File: config.mk
export PLATFORM = sky130hd
export DESIGN_NAME = oag_top
export DESIGN_NICKNAME = d
export VERILOG_FILES = /design/src/logic/oag_pkg.sv /design/src/logic/oag_offset_adder.sv /design/src/logic/oag_top.sv
export SDC_FILE = /design/constraint.sdc
export NUM_CORES = 1
export LEC_CHECK = 0
export BUFFER_PORTS_ARGS = -buffer_cell sky130_fd_sc_hd__buf_2
export CAP_MARGIN = 30
export CORE_AREA = 5 5 139 141
export CTS_CLUSTER_DIAMETER = 40
export DETAILED_ROUTE_END_ITERATION = 6
export DIE_AREA = 0 0 144 146
export MAX_ROUTING_LAYER = met4
export PLACE_DENSITY = 0.64
export SYNTH_ARGS = -nofsm -noshare
export SYNTH_HDL_FRONTEND = slang
export SYNTH_HIERARCHICAL = 1
export SYNTH_SLANG_ARGS = --single-unit
File: constraint.sdc
create_clock -name core_clk -period 2.6 [get_ports core_clk]
set_input_delay 0.26 -clock core_clk [delete_from_list [all_inputs] [get_ports core_clk]]
set_output_delay 0.26 -clock core_clk [all_outputs]
set_load 0.05 [all_outputs]
File: src/logic/oag_pkg.sv
// package for the operand address generator: modes, segment codes, widths
// assumes nothing beyond a systemverilog-2012 compiler
package oag_pkg;
  localparam int unsigned OFS_W      = 16;
  localparam int unsigned SEL_W      = 16;
  localparam int unsigned SEG_SPAN   = 65536;
  localparam logic [15:0] RESET_WORD = 16'h0000;

  typedef enum logic [3:0] {
    OAG_SEG_CODE  = 4'h1,
    OAG_SEG_STACK = 4'h2,
    OAG_SEG_DATA  = 4'h4,
    OAG_SEG_EXTRA = 4'h8
  } oag_seg_t;

  typedef enum logic [2:0] {
    OAG_AM_DIRECT   = 3'h0,
    OAG_AM_REG_IND  = 3'h1,
    OAG_AM_BASED    = 3'h2,
    OAG_AM_INDEXED  = 3'h3,
    OAG_AM_BASE_IDX = 3'h4,
    OAG_AM_BIDX_DSP = 3'h5,
    OAG_AM_REGISTER = 3'h6,
    OAG_AM_IMMED    = 3'h7
  } oag_mode_t;

  typedef enum logic [1:0] {
    OAG_REF_FETCH = 2'h0,
    OAG_REF_STACK = 2'h1,
    OAG_REF_DATA  = 2'h2,
    OAG_REF_SDEST = 2'h3
  } oag_ref_t;

  // register indirect picks one of four: 0 base gen, 1 base stack, 2 src idx, 3 dst idx
  localparam logic [1:0] IND_BASE_GEN   = 2'h0;
  localparam logic [1:0] IND_BASE_STACK = 2'h1;
  localparam logic [1:0] IND_SRC_IDX    = 2'h2;
  localparam logic [1:0] IND_DST_IDX    = 2'h3;

  typedef enum logic [1:0] {
    OAG_ST_IDLE  = 2'b01,
    OAG_ST_VALID = 2'b10
  } oag_state_t;
endpackage

File: src/logic/oag_offset_adder.sv
// offset adder: optional displacement plus optional base plus optional index
// assumes operands already chosen by the caller; purely combinational
`timescale 1ns/1ps
`default_nettype none
module oag_offset_adder #(
  parameter int unsigned W = 16
) (
  input  wire logic [W-1:0] disp,
  input  wire logic         disp_byte,
  input  wire logic         use_disp,
  input  wire logic [W-1:0] base_val,
  input  wire logic         use_base,
  input  wire logic [W-1:0] index_val,
  input  wire logic         use_index,
  output logic      [W-1:0] sum
);
  logic [W-1:0] disp_ext;
  logic [W-1:0] b_term;
  logic [W-1:0] i_term;
  logic [W-1:0] d_term;

  always_comb begin
    disp_ext = disp_byte ? {{(W-8){disp[7]}}, disp[7:0]} : disp; // see RQ12
    d_term   = use_disp  ? disp_ext  : '0;
    b_term   = use_base  ? base_val  : '0;
    i_term   = use_index ? index_val : '0;
    sum      = W'(d_term + b_term + i_term); // carry dropped, wraps; see RQ11 see RQ10
  end
endmodule
`default_nettype wire

File: src/logic/oag_top.sv
// operand address generator: segment choice plus offset formation
// assumes decoder drives one request per cycle with req_valid, fields stable that cycle
`timescale 1ns/1ps
`default_nettype none
// What this block does
// RQ1: segment offsets are 16 bits, 64K span
// RQ2: address is selector plus offset pair
// RQ3: prefetch always uses code segment
// RQ4: stack ops and stack base use stack
// RQ5: other data references use data segment
// RQ6: string destination uses extra segment
// RQ7: override prefix replaces implicit segment choice
// RQ8: register mode reads 8- or 16-bit general
// RQ9: immediate mode takes instruction value, no memory
// RQ10: offset sums displacement, base, index combos
// RQ11: offset sum wraps modulo 2^16
// RQ12: 8-bit displacement sign extended first
// RQ13: direct mode offset is displacement only
// RQ14: register indirect uses one register alone
// RQ15: based mode is displacement plus base
// RQ16: indexed mode is displacement plus index
// RQ17: based indexed sums base and index
// RQ18: based indexed displacement sums all three
// RQ19: selector and offset presented same cycle
module oag_top #(
  parameter int unsigned W = oag_pkg::OFS_W
) (
  input  wire logic                    core_clk,
  input  wire logic                    rst_b,
  input  wire logic                    req_valid,
  input  wire oag_pkg::oag_mode_t      req_mode,
  input  wire oag_pkg::oag_ref_t       req_ref,
  input  wire logic                    ovr_valid,
  input  wire oag_pkg::oag_seg_t       ovr_seg,
  input  wire logic [W-1:0]            disp,
  input  wire logic                    disp_byte,
  input  wire logic                    base_is_stack,
  input  wire logic                    index_is_dest,
  input  wire logic [1:0]              ind_sel,
  input  wire logic [W-1:0]            base_reg_general,
  input  wire logic [W-1:0]            base_reg_stack,
  input  wire logic [W-1:0]            src_index_reg,
  input  wire logic [W-1:0]            dest_index_reg,
  input  wire logic [W-1:0]            code_segment_reg,
  input  wire logic [W-1:0]            stack_segment_reg,
  input  wire logic [W-1:0]            data_segment_reg,
  input  wire logic [W-1:0]            extra_segment_reg,
  input  wire logic [2:0]              gen_reg_sel,
  input  wire logic                    gen_reg_byte,
  input  wire logic                    gen_reg_high,
  input  wire logic [8*W-1:0]          gen_regs,
  input  wire logic [W-1:0]            imm_value,
  output logic                         mem_valid,
  output logic [W-1:0]                 mem_selector,
  output logic [W-1:0]                 mem_offset,
  output oag_pkg::oag_seg_t            mem_seg,
  output logic                         opnd_valid,
  output logic [W-1:0]                 opnd_value
);
  oag_pkg::oag_state_t state_ff;
  oag_pkg::oag_state_t nxt_state;
  logic [W-1:0]        sel_ff;
  logic [W-1:0]        nxt_sel;
  logic [W-1:0]        ofs_ff;
  logic [W-1:0]        nxt_ofs;
  oag_pkg::oag_seg_t   seg_ff;
  oag_pkg::oag_seg_t   nxt_seg;
  logic                opv_ff;
  logic                nxt_opv;
  logic [W-1:0]        opd_ff;
  logic [W-1:0]        nxt_opd;

  logic                use_disp;
  logic                use_base;
  logic                use_index;
  logic [W-1:0]        base_val;
  logic [W-1:0]        index_val;
  logic [W-1:0]        sum;
  logic                is_mem;
  logic                stack_rel;
  oag_pkg::oag_seg_t   impl_seg;
  oag_pkg::oag_seg_t   eff_seg;
  logic [W-1:0]        gen_word;
  logic [W-1:0]        gen_val;

  // per-mode element enables and register steering
  always_comb begin
    use_disp  = 1'b0;
    use_base  = 1'b0;
    use_index = 1'b0;
    base_val  = base_is_stack ? base_reg_stack : base_reg_general;
    index_val = index_is_dest ? dest_index_reg : src_index_reg;
    is_mem    = 1'b1;
    case (req_mode)
      oag_pkg::OAG_AM_DIRECT: begin
        use_disp = 1'b1; // see RQ13
      end
      oag_pkg::OAG_AM_REG_IND: begin
        // one register through the base leg, nothing else added; see RQ14
        use_base = 1'b1;
        case (ind_sel)
          oag_pkg::IND_BASE_GEN:   base_val = base_reg_general;
          oag_pkg::IND_BASE_STACK: base_val = base_reg_stack;
          oag_pkg::IND_SRC_IDX:    base_val = src_index_reg;
          default:                 base_val = dest_index_reg;
        endcase
      end
      oag_pkg::OAG_AM_BASED: begin
        use_disp = 1'b1; // see RQ15
        use_base = 1'b1;
      end
      oag_pkg::OAG_AM_INDEXED: begin
        use_disp  = 1'b1; // see RQ16
        use_index = 1'b1;
      end
      oag_pkg::OAG_AM_BASE_IDX: begin
        use_base  = 1'b1; // see RQ17
        use_index = 1'b1;
      end
      oag_pkg::OAG_AM_BIDX_DSP: begin
        use_disp  = 1'b1; // see RQ18
        use_base  = 1'b1;
        use_index = 1'b1;
      end
      default: begin
        is_mem = 1'b0; // register and immediate modes make no memory access; see RQ9
      end
    endcase
  end

  // 16-bit wrap keeps the offset inside one 64K segment; see RQ1
  oag_offset_adder #(
    .W (W)
  ) u_adder (
    .disp      (disp),
    .disp_byte (disp_byte),
    .use_disp  (use_disp),
    .base_val  (base_val),
    .use_base  (use_base),
    .index_val (index_val),
    .use_index (use_index),
    .sum       (sum)
  );

  // implicit segment choice, then override
  always_comb begin
    stack_rel = 1'b0;
    if (req_mode == oag_pkg::OAG_AM_REG_IND) begin
      stack_rel = (ind_sel == oag_pkg::IND_BASE_STACK);
    end else if (use_base) begin
      stack_rel = base_is_stack;
    end
    case (req_ref)
      oag_pkg::OAG_REF_FETCH: impl_seg = oag_pkg::OAG_SEG_CODE;  // see RQ3
      oag_pkg::OAG_REF_STACK: impl_seg = oag_pkg::OAG_SEG_STACK; // see RQ4
      oag_pkg::OAG_REF_SDEST: impl_seg = oag_pkg::OAG_SEG_EXTRA; // see RQ6
      default: impl_seg = stack_rel ? oag_pkg::OAG_SEG_STACK     // see RQ4
                                    : oag_pkg::OAG_SEG_DATA;     // see RQ5
    endcase
    // prefetch ignores prefixes; the override is an operand-only thing
    eff_seg = impl_seg;
    if (ovr_valid && req_ref != oag_pkg::OAG_REF_FETCH) begin
      eff_seg = ovr_seg; // see RQ7
    end
  end

  // general register read: word or one byte half; see RQ8
  always_comb begin
    gen_word = gen_regs[gen_reg_sel*W +: W];
    if (gen_reg_byte) begin
      gen_val = gen_reg_high ? {8'h00, gen_word[15:8]} : {8'h00, gen_word[7:0]};
    end else begin
      gen_val = gen_word;
    end
  end

  // next-state: selector and offset loaded together; see RQ19 see RQ2
  always_comb begin
    nxt_state = oag_pkg::OAG_ST_IDLE;
    nxt_sel   = sel_ff;
    nxt_ofs   = ofs_ff;
    nxt_seg   = seg_ff;
    nxt_opv   = 1'b0;
    nxt_opd   = opd_ff;
    case (state_ff)
      oag_pkg::OAG_ST_IDLE, oag_pkg::OAG_ST_VALID: begin
        if (req_valid && is_mem) begin
          nxt_state = oag_pkg::OAG_ST_VALID;
          nxt_seg   = eff_seg;
          nxt_ofs   = sum;
          case (eff_seg)
            oag_pkg::OAG_SEG_CODE:  nxt_sel = code_segment_reg;
            oag_pkg::OAG_SEG_STACK: nxt_sel = stack_segment_reg;
            oag_pkg::OAG_SEG_EXTRA: nxt_sel = extra_segment_reg;
            default:                nxt_sel = data_segment_reg;
          endcase
        end else if (req_valid) begin
          nxt_opv = 1'b1;
          nxt_opd = (req_mode == oag_pkg::OAG_AM_IMMED) ? imm_value : gen_val; // see RQ9 see RQ8
        end
      end
      default: begin
        nxt_state = oag_pkg::OAG_ST_IDLE;
      end
    endcase
  end

  always_ff @(posedge core_clk or negedge rst_b) begin
    if (!rst_b) begin
      state_ff <= oag_pkg::OAG_ST_IDLE;
      sel_ff   <= oag_pkg::RESET_WORD;
      ofs_ff   <= oag_pkg::RESET_WORD;
      seg_ff   <= oag_pkg::OAG_SEG_DATA;
      opv_ff   <= 1'b0;
      opd_ff   <= oag_pkg::RESET_WORD;
    end else begin
      state_ff <= nxt_state;
      sel_ff   <= nxt_sel;
      ofs_ff   <= nxt_ofs;
      seg_ff   <= nxt_seg;
      opv_ff   <= nxt_opv;
      opd_ff   <= nxt_opd;
    end
  end

  assign mem_valid    = (state_ff == oag_pkg::OAG_ST_VALID);
  assign mem_selector = sel_ff;
  assign mem_offset   = ofs_ff;
  assign mem_seg      = seg_ff;
  assign opnd_valid   = opv_ff;
  assign opnd_value   = opd_ff;
endmodule
`default_nettype wire

==> results, run 1 <==
- The flow ran to the end, but the final reports show violations.
- The final reports fail on negative setup slack.
- The largest buffer count on any clock path is 2.
- The largest net degree at the start of global routing is 34.
- The number of global-route vias before repair was 7297.
- The area fraction of the dominant cell type after synthesis is 21.4%.
- 365 I/O pins were placed.
- The worst hold-check path type is in2async.
- The master cell of the clock root buffer is sky130_fd_sc_hd__clkbuf_16.
- The element type at the critical path end is a flop.
- The fraction of final layout cells with drive strength greater than 1 is 56.3%.
- Relative to the synthesized area, the layout overhead comes to 53.9%.
- Sequential elements use 22.2% of the synthesized area.
- In this run, CTS created clock tree buffers numbering 5.
- At the end of the flow, the number of nets in the layout was 1430.
- The max-capacitance violation count is 0.
- During placement, the flow inserted port buffers numbering 364.
- Leaving out filler cells and counting taps, the final layout contains 1318.
- The commonest cells after synthesis are 146 x sky130_fd_sc_hd__nand2_1, 53 x sky130_fd_sc_hd__dfrtp_1, 48 x sky130_fd_sc_hd__mux4_2.
- The max-slew headroom at the worst pin is 46.1%.
- The first global-routing pass estimated 36400 um of wire.
- The die outline height is 146 um.
- Synthesis instantiated 65 different standard cells from the library.
- The share of synthesized cell area in full adder, half adder and majority cells is 8.19%.
- The initial antenna violation count is 1.
- The share of the clock period used by the worst path is 112%.
- The number of flops mapped to enable cells by yosys is 0.
- Using the TritonRoute via totals, the vias-per-cell ratio works out to 5.20.
- By area the synthesized netlist is led by sky130_fd_sc_hd__dfrtp_1 21%, sky130_fd_sc_hd__mux4_2 17%, sky130_fd_sc_hd__nand2_1 8.8%, sky130_fd_sc_hd__fa_1 5.2%, sky130_fd_sc_hd__mux2_2 4.4%.
- The effective utilization at floorplan is 34.8%.
- The count of antenna-violating nets left after detailed routing is 0.
- Yosys printed 6 warnings.
- The detailed router finished its first iteration with 367 violations.
- The count of clock tree sinks is 55.
- In this run the static leakage power is 4.75 nW.
- The maximum frequency from static timing analysis is 345 MHz.
- Setup repair after global routing could not meet its margin everywhere.
- At the end of routability-driven placement, the weighted congestion stood at 0.874.
- The share of synthesized area spent on multiplexers is 26.2%.
- The net count of the mapped netlist is 1013.
- Across the routed clock network, the largest skew measured is 2.65 ps.
- The synthesized netlist devotes 2.26% of its cell area to XOR and XNOR gates.
- The synthesized netlist devotes 18.8% of its cell area to compound gates.
- The number of failing setup endpoints in the final timing report is 9.
- The critical path is of the in2reg type.
- The worst-case IR drop observed on VDD is 0.621 mV.
- The total of fill cells in the finished design is 1622.
- Dividing the detail-routed wire length by the instance count gives 17.9 um.
- The clock tree synthesis step divided the H-tree into 2 levels.
- Among all cell types in the netlist, the one instantiated most often is sky130_fd_sc_hd__nand2_1.
- In this run the horizontal extent of the chip is 144 um.
- In this run, placement finished with an instance count of 1290.
- After synthesis, the share of flip-flops with an asynchronous set or reset is 100%.
- The smallest clock period supported by the final layout is computed as 2900 ps.
- The detailed router placed 6851 vias in this run.
- The post-synthesis share of cell area spent on and, or, nand and nor gates is 16.0%.
- Power spread over the standard cell area amounts to 624 mW/mm^2.
- Summed over all instances, the cell type with the most area after synthesis is sky130_fd_sc_hd__dfrtp_1.
- The worst setup path is launched from an input port.
- The core area is 0.0178 sq mm.
- The cell count after synthesis came out at 671.
- Among all flip-flop cells after synthesis, the most frequent one is sky130_fd_sc_hd__dfrtp_1.
- The number of antenna diodes in the final layout is 0.
- The total track usage is 22.0%.
- The largest family of logic cells by synthesized area is multiplexers.
- The die footprint is 0.0210 sq mm.
- The number of pins exceeding their max-slew limit in the final report is 0.
- The final hold violation count was 0.
- Each instance of the synthesized netlist takes up on average 9.25 sq um.
- The critical path arrival is 3130 ps.
- The floorplan has 49 rows.
- The total overflow left after global routing is 0.
- The half-perimeter wire length after detailed placement is 19500 um.
- The power consumption is 0.00595 W.
- For this run, design rule violations remaining after detail routing come to 0.
- The total negative slack is -1880 ps.
- The actual transition at the worst max-transition pin is 798 ps.
- The synthesized netlist occupies a cell area of 0.00620 sq mm.
- Clock latency on the worst-skew pair, taken at its later pin, is 290 ps.
- After clock tree synthesis, the clock-pin slew on the worst setup and hold paths is 70 ps.
- The number of buffers inserted for hold repair after clock tree synthesis is 0.
- TritonCTS built the clock tree.
- Synthesis inferred 55 register bits.
- The final worst setup slack is -300 ps.
- The total wire length after detailed routing is 23600 um.
- The worst hold margin is 27.7 ps.
- At the placement stage, the worst setup path has a slack of -723 ps.
- The first-pass iteration count of the detailed router is 5.
- In this run the worst path has a maximum fanout of 4.
- The critical path data required time is 2830 ps.
final timing paths:
check	slack, ps	endpoint	start	cells past startpoint
worst max-delay path	-300	mem_offset[11]	ind_sel[0]	18
worst min-delay path	30	mem_selector[15]	rst_b	1
worst max register to register	250	mem_selector[10]	state_ff[0]	8
worst min register to register	460	mem_offset[8]	mem_offset[8]	2
max in group asynchronous	1870	mem_offset[7]	rst_b	2
min in group core_clk	200	mem_selector[13]	data_segment_reg[13]	2
registers in the layout, summed over array words and instances (netlist names):
signal,cells
mem_seg,4
opnd_value,16
state_ff,2
opnd_valid,1
mem_selector,16
mem_offset,16
where the power goes:
part	leakage [nW]	internal [W]	switching, W
logic	4.00	0.00140	0.00248
registers	0.685	0.00120	0.000180
clock network	0.0731	0.000386	0.000309
logic make-up (layout without fill, tap and decap cells):
family,Yosys count,count (layout)
multiplexers,99,99
buffers and inverters,92,510
AO/OA/AOI/OAI,159,159
adder cells (fa/ha/maj),31,31
flip-flops,55,55
AND/OR/NAND/NOR,219,219
XOR/XNOR,16,16
layer usage:
metal	vias up	track usage (%)	part of all wire (%)
met5	-	-	0
met4	0	5.23	2.4
met3	36	1.91	5.6
met2	277	41.1	54
met1	3246	24.9	38
li1	3292	-	-
critical path, cell delays in order:
cell and delay [ps]:
sky130_fd_sc_hd__buf_12 90, sky130_fd_sc_hd__mux4_2 500, sky130_fd_sc_hd__nand2_2 80, sky130_fd_sc_hd__o21ai_1 50
sky130_fd_sc_hd__nand2_1 80, sky130_fd_sc_hd__fa_1 430, sky130_fd_sc_hd__inv_2 80, sky130_fd_sc_hd__ha_4 140
sky130_fd_sc_hd__inv_2 40, sky130_fd_sc_hd__fa_2 330, sky130_fd_sc_hd__nand2b_4 160, sky130_fd_sc_hd__a21oi_4 170
sky130_fd_sc_hd__o2111ai_4 180, sky130_fd_sc_hd__buf_4 180, sky130_fd_sc_hd__nand2_2 60, sky130_fd_sc_hd__xor2_1 150
sky130_fd_sc_hd__nand2_1 80, sky130_fd_sc_hd__nand2_1 70
cells in the final DEF, fill, tap and decap left out, types with 4 or more instances in the layout:
master and n:
sky130_fd_sc_hd__and2_1 14, sky130_fd_sc_hd__nand2_1 135, sky130_fd_sc_hd__mux2i_1 25, sky130_fd_sc_hd__o21ai_2 8
sky130_fd_sc_hd__a211oi_1 17, sky130_fd_sc_hd__a31oi_1 4, sky130_fd_sc_hd__dfrtp_1 53, sky130_fd_sc_hd__clkbuf_16 5
sky130_fd_sc_hd__fa_1 14, sky130_fd_sc_hd__nand2_2 9, sky130_fd_sc_hd__buf_4 76, sky130_fd_sc_hd__a221oi_1 8
sky130_fd_sc_hd__nand3_1 5, sky130_fd_sc_hd__a21oi_4 6, sky130_fd_sc_hd__nor2b_1 11, sky130_fd_sc_hd__nor2_1 20
sky130_fd_sc_hd__a222oi_1 5, sky130_fd_sc_hd__a21oi_2 6, sky130_fd_sc_hd__buf_2 360, sky130_fd_sc_hd__inv_1 41
sky130_fd_sc_hd__mux4_2 48, sky130_fd_sc_hd__buf_6 8, sky130_fd_sc_hd__o21ai_0 26, sky130_fd_sc_hd__mux2_2 24
sky130_fd_sc_hd__a22oi_1 11, sky130_fd_sc_hd__a21oi_1 10, sky130_fd_sc_hd__buf_12 11, sky130_fd_sc_hd__ha_4 13
sky130_fd_sc_hd__a21o_1 5, sky130_fd_sc_hd__o21ai_1 15, sky130_fd_sc_hd__xnor2_1 10, sky130_fd_sc_hd__a221o_1 16
sky130_fd_sc_hd__xor2_1 5
cell type report:
cell class              instances  area [sq um]  share of cell area, %
multi-input cells             524          4830                   50.6
repair buffers                457          2730                   28.5
flip-flops and latches         55          1380                   14.4
well taps                     229           287                   3.00
inverters                      45           171                   1.80
clock buffers                   6           139                   1.45
clock inverters                 2          16.3                  0.170
metrics by stage:
stage               util (%)  cell area (sq um)
CTS                     52.2               9310
finish                  53.5               9550
global placement        49.0               8750
detailed placement      49.0               8750
global route            53.5               9550
floorplan                  -               6280
what timing repair did:
action,4_1_cts,5_1_grt
setup endpoints to repair,10,27
setup buffers,9,12
resized for setup,57,42
gates cloned,2,0
pin swaps,40,31
(Power assumes the default switching activity.)
==> run 2: changes to the inputs <==
GPL_ROUTABILITY_DRIVEN = 1   (was default)
GPL_TIMING_DRIVEN = 0   (was default)
==> run 2 against run 1 <==
  * Combinational power is 5.4% lower
  * Highest routed layer unchanged
  * Largest power group unchanged
  * Maximum frequency is 3.6% lower
  * Worst hold slack better by 170 ps
  * The flow still finishes with violations (negative setup slack)
==> results, run 2 (synthesis gave the netlist of run 1 again) <==
- The die footprint is 0.0210 sq mm.
- The final weighted congestion in routability-driven placement is 0.920.
- The total overflow left after global routing is 0.
- The floorplan step set the die height to 146 um.
- The routed design has 24000 um of wire.
- The number of port buffers is 355.
- Across the whole layout, storage elements account for 0.00138 sq mm.
- The total leakage power is 4.52 nW.
- Setup violations remaining at the end of the flow were counted as 9.
- The final reports fail on negative setup slack.
- Setup repair after global routing could not meet its margin everywhere.
- Headroom to the max-slew limit came out at 44.0%.
- In this run, the combinational gates consume 64.4% of the power.
- The core area is 0.0178 sq mm.
- For the pin with the worst max-slew slack, the measured transition is 829 ps.
- The worst hold-check path type is in2reg.
- The first-pass iteration count of the detailed router is 5.
- The area of the multi-input gates is 0.00473 sq mm.
- From left edge to right edge, the die measures 144 um.
- The post-route netlist has 51.7% of its cells at a drive strength greater than 1.
- After detailed routing, the average wire length per cell comes to 18.6 um.
- The max-capacitance violation count is 0.
- Fill cells in the final layout number 1698.
- In this run the worst path has a maximum fanout of 8.
- For flop-to-flop paths, the worst setup slack is 60 ps.
- The depth of the most critical reg-to-reg path is 9.
- The largest buffer count on any clock path is 2.
- The area added between synthesis and finish is 46.7%.
- The half-perimeter wire length after detailed placement is 20100 um.
- Data on the critical path arrives at its endpoint at 3240 ps.
- The number of global-route vias before repair was 7282.
- After detailed routing, the number of remaining DRC violations is 0.
- The total negative slack is -2350 ps.
- The beginning of the critical path is req_mode[2].
- The termination of the worst setup path is mem_offset[13].
- After clock tree synthesis, the clock-pin slew on the worst setup and hold paths is 70 ps.
- The later pin in the worst-skew pair is clocked with a latency of 290 ps.
- In this run, the number of DRC markers left after iteration 0 of detailed routing was 299.
- Of the total power, the clock network draws 11.5%.
- After layout, the design draws a total of 0.00569 W.
- The number of top-level pins is 365.
- The most common cell after layout, fill and taps aside is sky130_fd_sc_hd__buf_2.
- Per report_power, the sequential group accounts for 24.1% of the total.
- The floorplan has 49 rows.
- The post-route clock skew is 4.20 ps.
- In this run the remaining antenna-violating nets after routing total 0.
- Subtracting the final worst setup slack from the clock period gives 3010 ps.
- The effective utilization at floorplan is 34.8%.
- The net switching power of the design is 0.00290 W.
- The worst setup path is captured at a flop.
- Across the VDD grid, the largest voltage drop is 0.609 mV.
- The critical path data required time is 2830 ps.
- In this run the critical register-to-register path is captured at mem_selector[10].
- The initial antenna violation count is 1.
- The clock drives 55 sinks.
- CTS placed an instance of sky130_fd_sc_hd__clkbuf_16 at the clock tree root.
- The utilization after layout is 51.0%.
- The H-tree generated during clock tree synthesis spans 2 levels.
- Dividing the final minimum period by the clock period gives 116%.
- The global-route wire length before repair is 36800 um.
- Of the total power, the share spent switching nets is 51.0%.
- The worst setup path is of the in2reg kind.
- The largest net degree at the start of global routing is 33.
- The sort of element at the start of the critical path is an input port.
- The detailed-route vias per instance is 5.28.
- The worst hold margin is 202 ps.
- Internal power comes to 0.00279 W.
- Derived from the worst setup path, the maximum achievable clock frequency is 332 MHz.
- TritonCTS created 5 clock buffers.
- The final hold violation count was 0.
- The total power density per cell area is 626 mW/mm^2.
- The beginning of the worst register-to-register path is state_ff[0].
- The total track usage is 22.4%.
- The TritonCTS clock tree is done.
- The number of pins exceeding their max-slew limit in the final report came to 0.
- The final worst setup slack is -408 ps.
- Leaving out fill and tap cells, the most frequent cells in the layout are 358 x sky130_fd_sc_hd__buf_2, 140 x sky130_fd_sc_hd__nand2_1, 53 x sky130_fd_sc_hd__dfrtp_1.
- Across all layers, the routed design uses 6808 vias.
- For this run, the post-layout net count is 1400.
- The run finished, with violations left.
[run 2: area by class of cell]
type | instances | share of cell area (%)
tap | 229 | 3.15
sequential | 55 | 15.2
clock buffer | 6 | 1.42
antenna | 1 | 0.0275
clock inverter | 2 | 0.137
multi-input combinational | 524 | 51.9
timing repair buffer | 380 | 22.2
buffer | 47 | 4.15
inverter | 45 | 1.86
[run 2: worst min path at each step]
stage / start / end / cells after the start
CTS: data_segment_reg[1] / mem_selector[1] / 2
finish: data_segment_reg[12] / mem_selector[12] / 2
global route: data_segment_reg[15] / mem_selector[15] / 2
detailed placement: rst_b / mem_selector[8] / 1
global placement: mem_offset[0] / mem_offset[0] / 2
floorplan: rst_b / mem_offset[0] / 0
[run 2: metal layers]
layer,wire length [um],share of wire (%),global-route usage [%]
met1,8900,37,25.7
met2,12800,54,40.5
met3,1440,6.0,2.14
met4,798,3.3,6.97
met5,0,0,-
[run 2: per-stage QoR]
stage | worst slack [ps] | instances | cell area (sq um)
after floorplan | -577 | 671 | 6280
after global placement | -1190 | 1255 | 8350
after CTS | -398 | 1282 | 8890
final | -408 | 1289 | 9100
after global routing | -560 | 1289 | 9100
after detailed placement | -1190 | 1256 | 8370
[run 2: repair_timing]
| item | CTS | global route |
|---|---|---|
| hold buffers | 1 | 0 |
| buffers inserted | 17 | 5 |
| pin swaps | 17 | 20 |
| gates cloned | 0 | 1 |
| resized for setup | 54 | 36 |
| endpoints found under the setup margin | 13 | 22 |
| endpoints found under the hold margin | 21 | 0 |
[run 2: critical path: stages]
cell	delay (ps)
sky130_fd_sc_hd__buf_12	110
sky130_fd_sc_hd__nor3b_4	210
sky130_fd_sc_hd__buf_6	170
sky130_fd_sc_hd__clkbuf_16	170
sky130_fd_sc_hd__nand2_4	50
sky130_fd_sc_hd__o21ai_2	40
sky130_fd_sc_hd__nand2_1	70
sky130_fd_sc_hd__fa_1	450
sky130_fd_sc_hd__inv_2	80
sky130_fd_sc_hd__ha_4	130
sky130_fd_sc_hd__inv_2	30
sky130_fd_sc_hd__fa_2	330
sky130_fd_sc_hd__nand2b_4	160
sky130_fd_sc_hd__a21oi_4	190
sky130_fd_sc_hd__o2111ai_4	180
sky130_fd_sc_hd__a311oi_2	240
sky130_fd_sc_hd__xor2_1	210
sky130_fd_sc_hd__nand2_1	70
sky130_fd_sc_hd__nand2_1	80
[run 2: power by group through the flow]
stage / clock network, W / logic, W / registers, W
after floorplan: 0 / 0.00128 / 0.00256
after detailed placement: 0 / 0.00348 / 0.00139
after global placement: 0 / 0.00344 / 0.00138
after CTS: 0.000689 / 0.00359 / 0.00138
after global routing: 0.000711 / 0.00395 / 0.00142
final: 0.000655 / 0.00367 / 0.00137
==> run 3: changes to the inputs <==
CORE_AREA = 2 2 142 144   (was 5 5 139 141)
PLACE_DENSITY = 0.62   (was 0.64)
clock period = 2.7 ns   (was 2.6 ns; I/O delays follow)
==> run 3 against run 2 <==
  * The run still ends with negative setup slack left
  * Design area grew 4.1%
  * Final cell count up 4.7%
  * Core utilization fell by 2.0 points
  * Register-to-register slack gained 60 ps
  * Sequential power decreased by 4%
  * Critical path type unchanged
  * Largest cell class unchanged
==> results, run 3 (synthesis gave the netlist of run 1 again) <==
- Once the floorplan was initialized, standard cells occupied 32.1% of the core.
- The power share of the sequential group is 23.6%.
- The library cell appearing most often on the critical path is sky130_fd_sc_hd__nand2_1.
- The number of top-level pins is 365.
- After detailed placement, the design holds a cell count of 1292.
- The detailed-route vias per instance is 5.12.
- The worst setup path is of the in2reg kind.
- The worst register-to-register path has a setup slack of 120 ps.
- STA classifies the critical path endpoint as a flop.
- The largest net degree at the start of global routing is 33.
- The count of clock tree sinks is 55.
- The final hold violation count was 0.
- The final worst setup slack is -395 ps.
- The depth of the most critical reg-to-reg path is 9.
- The worst-path maximum fanout is 6.
- The die covers 0.0210 sq mm.
- The worst setup path is launched from an input port.
- After legalization and detailed placement, the total HPWL measured 18700 um.
- The max-slew headroom at the worst pin is 42.3%.
- Dividing total power by cell area gives a power density of 593 mW/mm^2.
- The total wire length after detailed routing is 23100 um.
- The beginning of the worst register-to-register path is state_ff[0].
- The remaining global-route overflow is 0.
- The number of antenna diodes in the final layout is 0.
- The number of DRC violations after detailed-routing iteration 0 is 356.
- For this design the static power due to leakage is 4.64 nW.
- The initial antenna violation count was 1.
- In this run the worst setup path begins at req_mode[1].
- The detail route stage leaves a number of antenna-violating nets equal to 0.
- The final reports fail on negative setup slack.
- The post-placement worst setup slack is -1070 ps.
- The total number of vias is 6910.
- The first global-routing pass estimated 34800 um of wire.
- The post-route clock skew is 9.13 ps.
- The die outline height is 146 um.
- The TritonCTS clock tree is done.
- The worst path uses 115% of the clock period.
- Clock tree synthesis inserted a total of 5 buffers.
- After the last flow step, the layout net total stands at 1425.
- Summing all placed instances gives a cell area of 0.00841 sq mm.
- The clock slew at the register clock pins of the worst setup and hold paths is 70 ps.
- VDD sags by at most 0.264 mV.
- The actual transition at the worst max-transition pin is 854 ps.
- The endpoint identified for the worst register-to-register timing path is mem_selector[10].
- The area added between synthesis and finish is 52.7%.
- The net switching power of the design is 0.00285 W.
- Setup repair after global routing could not meet its margin everywhere.
- For this design, the CTS-stage hold fixing added 0 buffers.
- The final design area excluding fillers is 0.00947 sq mm.
- The largest buffer count on any clock path is 2.
- The final weighted congestion in routability-driven placement is 0.908.
- The first-pass iteration count of the detailed router is 5.
- At the worst endpoint, the required time is 2930 ps.
- The critical path arrival is 3330 ps.
- In the global route stage, overall resource usage came out at 21.3%.
- In the final routed layout, each cell accounts on average for 17.1 um.
- The number of pins exceeding their max-slew limit in the final report is 0.
- Walking the worst path, the cells encountered are buf_12, nor3b_4, buf_12, buf_8, nand2_2, o21ai_2, nand2_1, fa_1, inv_2, ha_4, inv_2, fa_2, nand2b_4, a21oi_4, o2111ai_4, a311oi_2, xor2_1, nand2_1, nand2_1.
- Combinational cells account for 64.8% of the total power.
- The shortest clock period the worst path allows after layout is 3100 ps.
- In the layout the commonest cells are 357 x sky130_fd_sc_hd__buf_2, 132 x sky130_fd_sc_hd__nand2_1, 53 x sky130_fd_sc_hd__dfrtp_1.
- For the final routed database, the setup TNS stands at -1930 ps.
- The total of fill cells in the finished design is 1822.
- The fraction of final layout cells with drive strength greater than 1 is 54.5%.
- Based on the critical path, the design can be clocked at up to 323 MHz.
- Port buffering added 355 buffers.
- The library cell contributing the largest single delay on the critical path is sky130_fd_sc_hd__fa_1.
- The share of total power in the clock network is 11.6%.
- The number of failing setup endpoints in the final timing report is 9.
- The later-pin clock latency in the skew report is 300 ps.
- The number of global-route vias before repair was 6869.
- The number of design rule violations left after detail routing is 0.
- On the worst path, the slowest cell contributes a delay of 490 ps.
- The flow ran to the end, but the final reports show violations.
- After floorplanning, the core was divided into 51 placement rows.
- The max-capacitance violation count is 0.
- The worst hold-check path type is in2async.
- The most common cell after layout, fill and taps aside is sky130_fd_sc_hd__buf_2.
- In this run the horizontal extent of the chip is 144 um.
- The clock tree synthesis step divided the H-tree into 2 levels.
- The power consumption is 0.00562 W.
- The final cell count without fillers is 1349.
- The core area is 0.0193 sq mm.
- The internal power of the cells totals 0.00277 W.
- The master cell of the clock root buffer is sky130_fd_sc_hd__clkbuf_16.
- The share of total power consumed by net switching is 50.6%.
-- run 3: cell count changes in the layout (fill, tap and decap cells not counted), sizes merged --
cell and delta:
dlygate4sd3 -1, diode -1, clkbuf -4, clkinvlp +1, buf +29
-- run 3: metal layers --
layer | GRT usage (%) | vias up | part of all wire [%]
met5 | - | - | 0
met4 | 5.49 | 0 | 2.5
met3 | 2.11 | 33 | 5.0
met2 | 38.3 | 273 | 53
met1 | 25.2 | 3324 | 40
li1 | - | 3280 | -
-- run 3: worst max-delay path: cells and delay by family --
kind / cells / cell delay, ps
buffers and inverters: 5 / 520
adder cells (fa/ha/maj): 3 / 990
XOR/XNOR: 1 / 170
AO/OA/AOI/OAI: 4 / 730
AND/OR/NAND/NOR: 6 / 670
-- run 3: power groups by stage --
stage	registers (W)	clock network [W]	logic (W)
floorplan	0.00247	0	0.00123
global placement	0.00133	0	0.00329
detailed placement	0.00134	0	0.00332
CTS	0.00133	0.000675	0.00340
global route	0.00137	0.000715	0.00390
finish	0.00132	0.000655	0.00364
-- run 3: worst max-delay path by stage --
stage	slack [ps]	depth (start not counted)	to
final	-400	19	mem_offset[13]
after detailed placement	-1070	18	mem_offset[13]
after floorplan	-490	18	mem_offset[13]
after CTS	-370	19	mem_offset[13]
after global routing	-490	19	mem_offset[13]
after global placement	-1090	18	mem_offset[13]
-- run 3: stage by stage --
stage,utilization [%],hold WS (ps)
after global routing,49.0,107
final,49.0,47.9
after global placement,43.4,448
after CTS,45.3,74.9
after detailed placement,43.5,394
after floorplan,-,-25.6
-- run 3: layout make-up --
cell class	count	area (sq um)	area share [%]
Clock buffer	5	125	1.32
Inverter	45	169	1.78
Timing Repair Buffer	406	2270	23.9
Multi-Input combinational cell	524	4830	50.9
Sequential cell	55	1380	14.6
Clock inverter	3	20.0	0.211
Tap cell	265	332	3.50
Buffer	46	357	3.76
-- run 3: timing repair --
| action | 4_1_cts | 5_1_grt |
|---|---|---|
| gates cloned | 0 | 1 |
| buffers inserted | 8 | 43 |
| gates resized for setup | 26 | 100 |
| setup endpoints to repair | 12 | 23 |
| pin swaps | 14 | 50 |
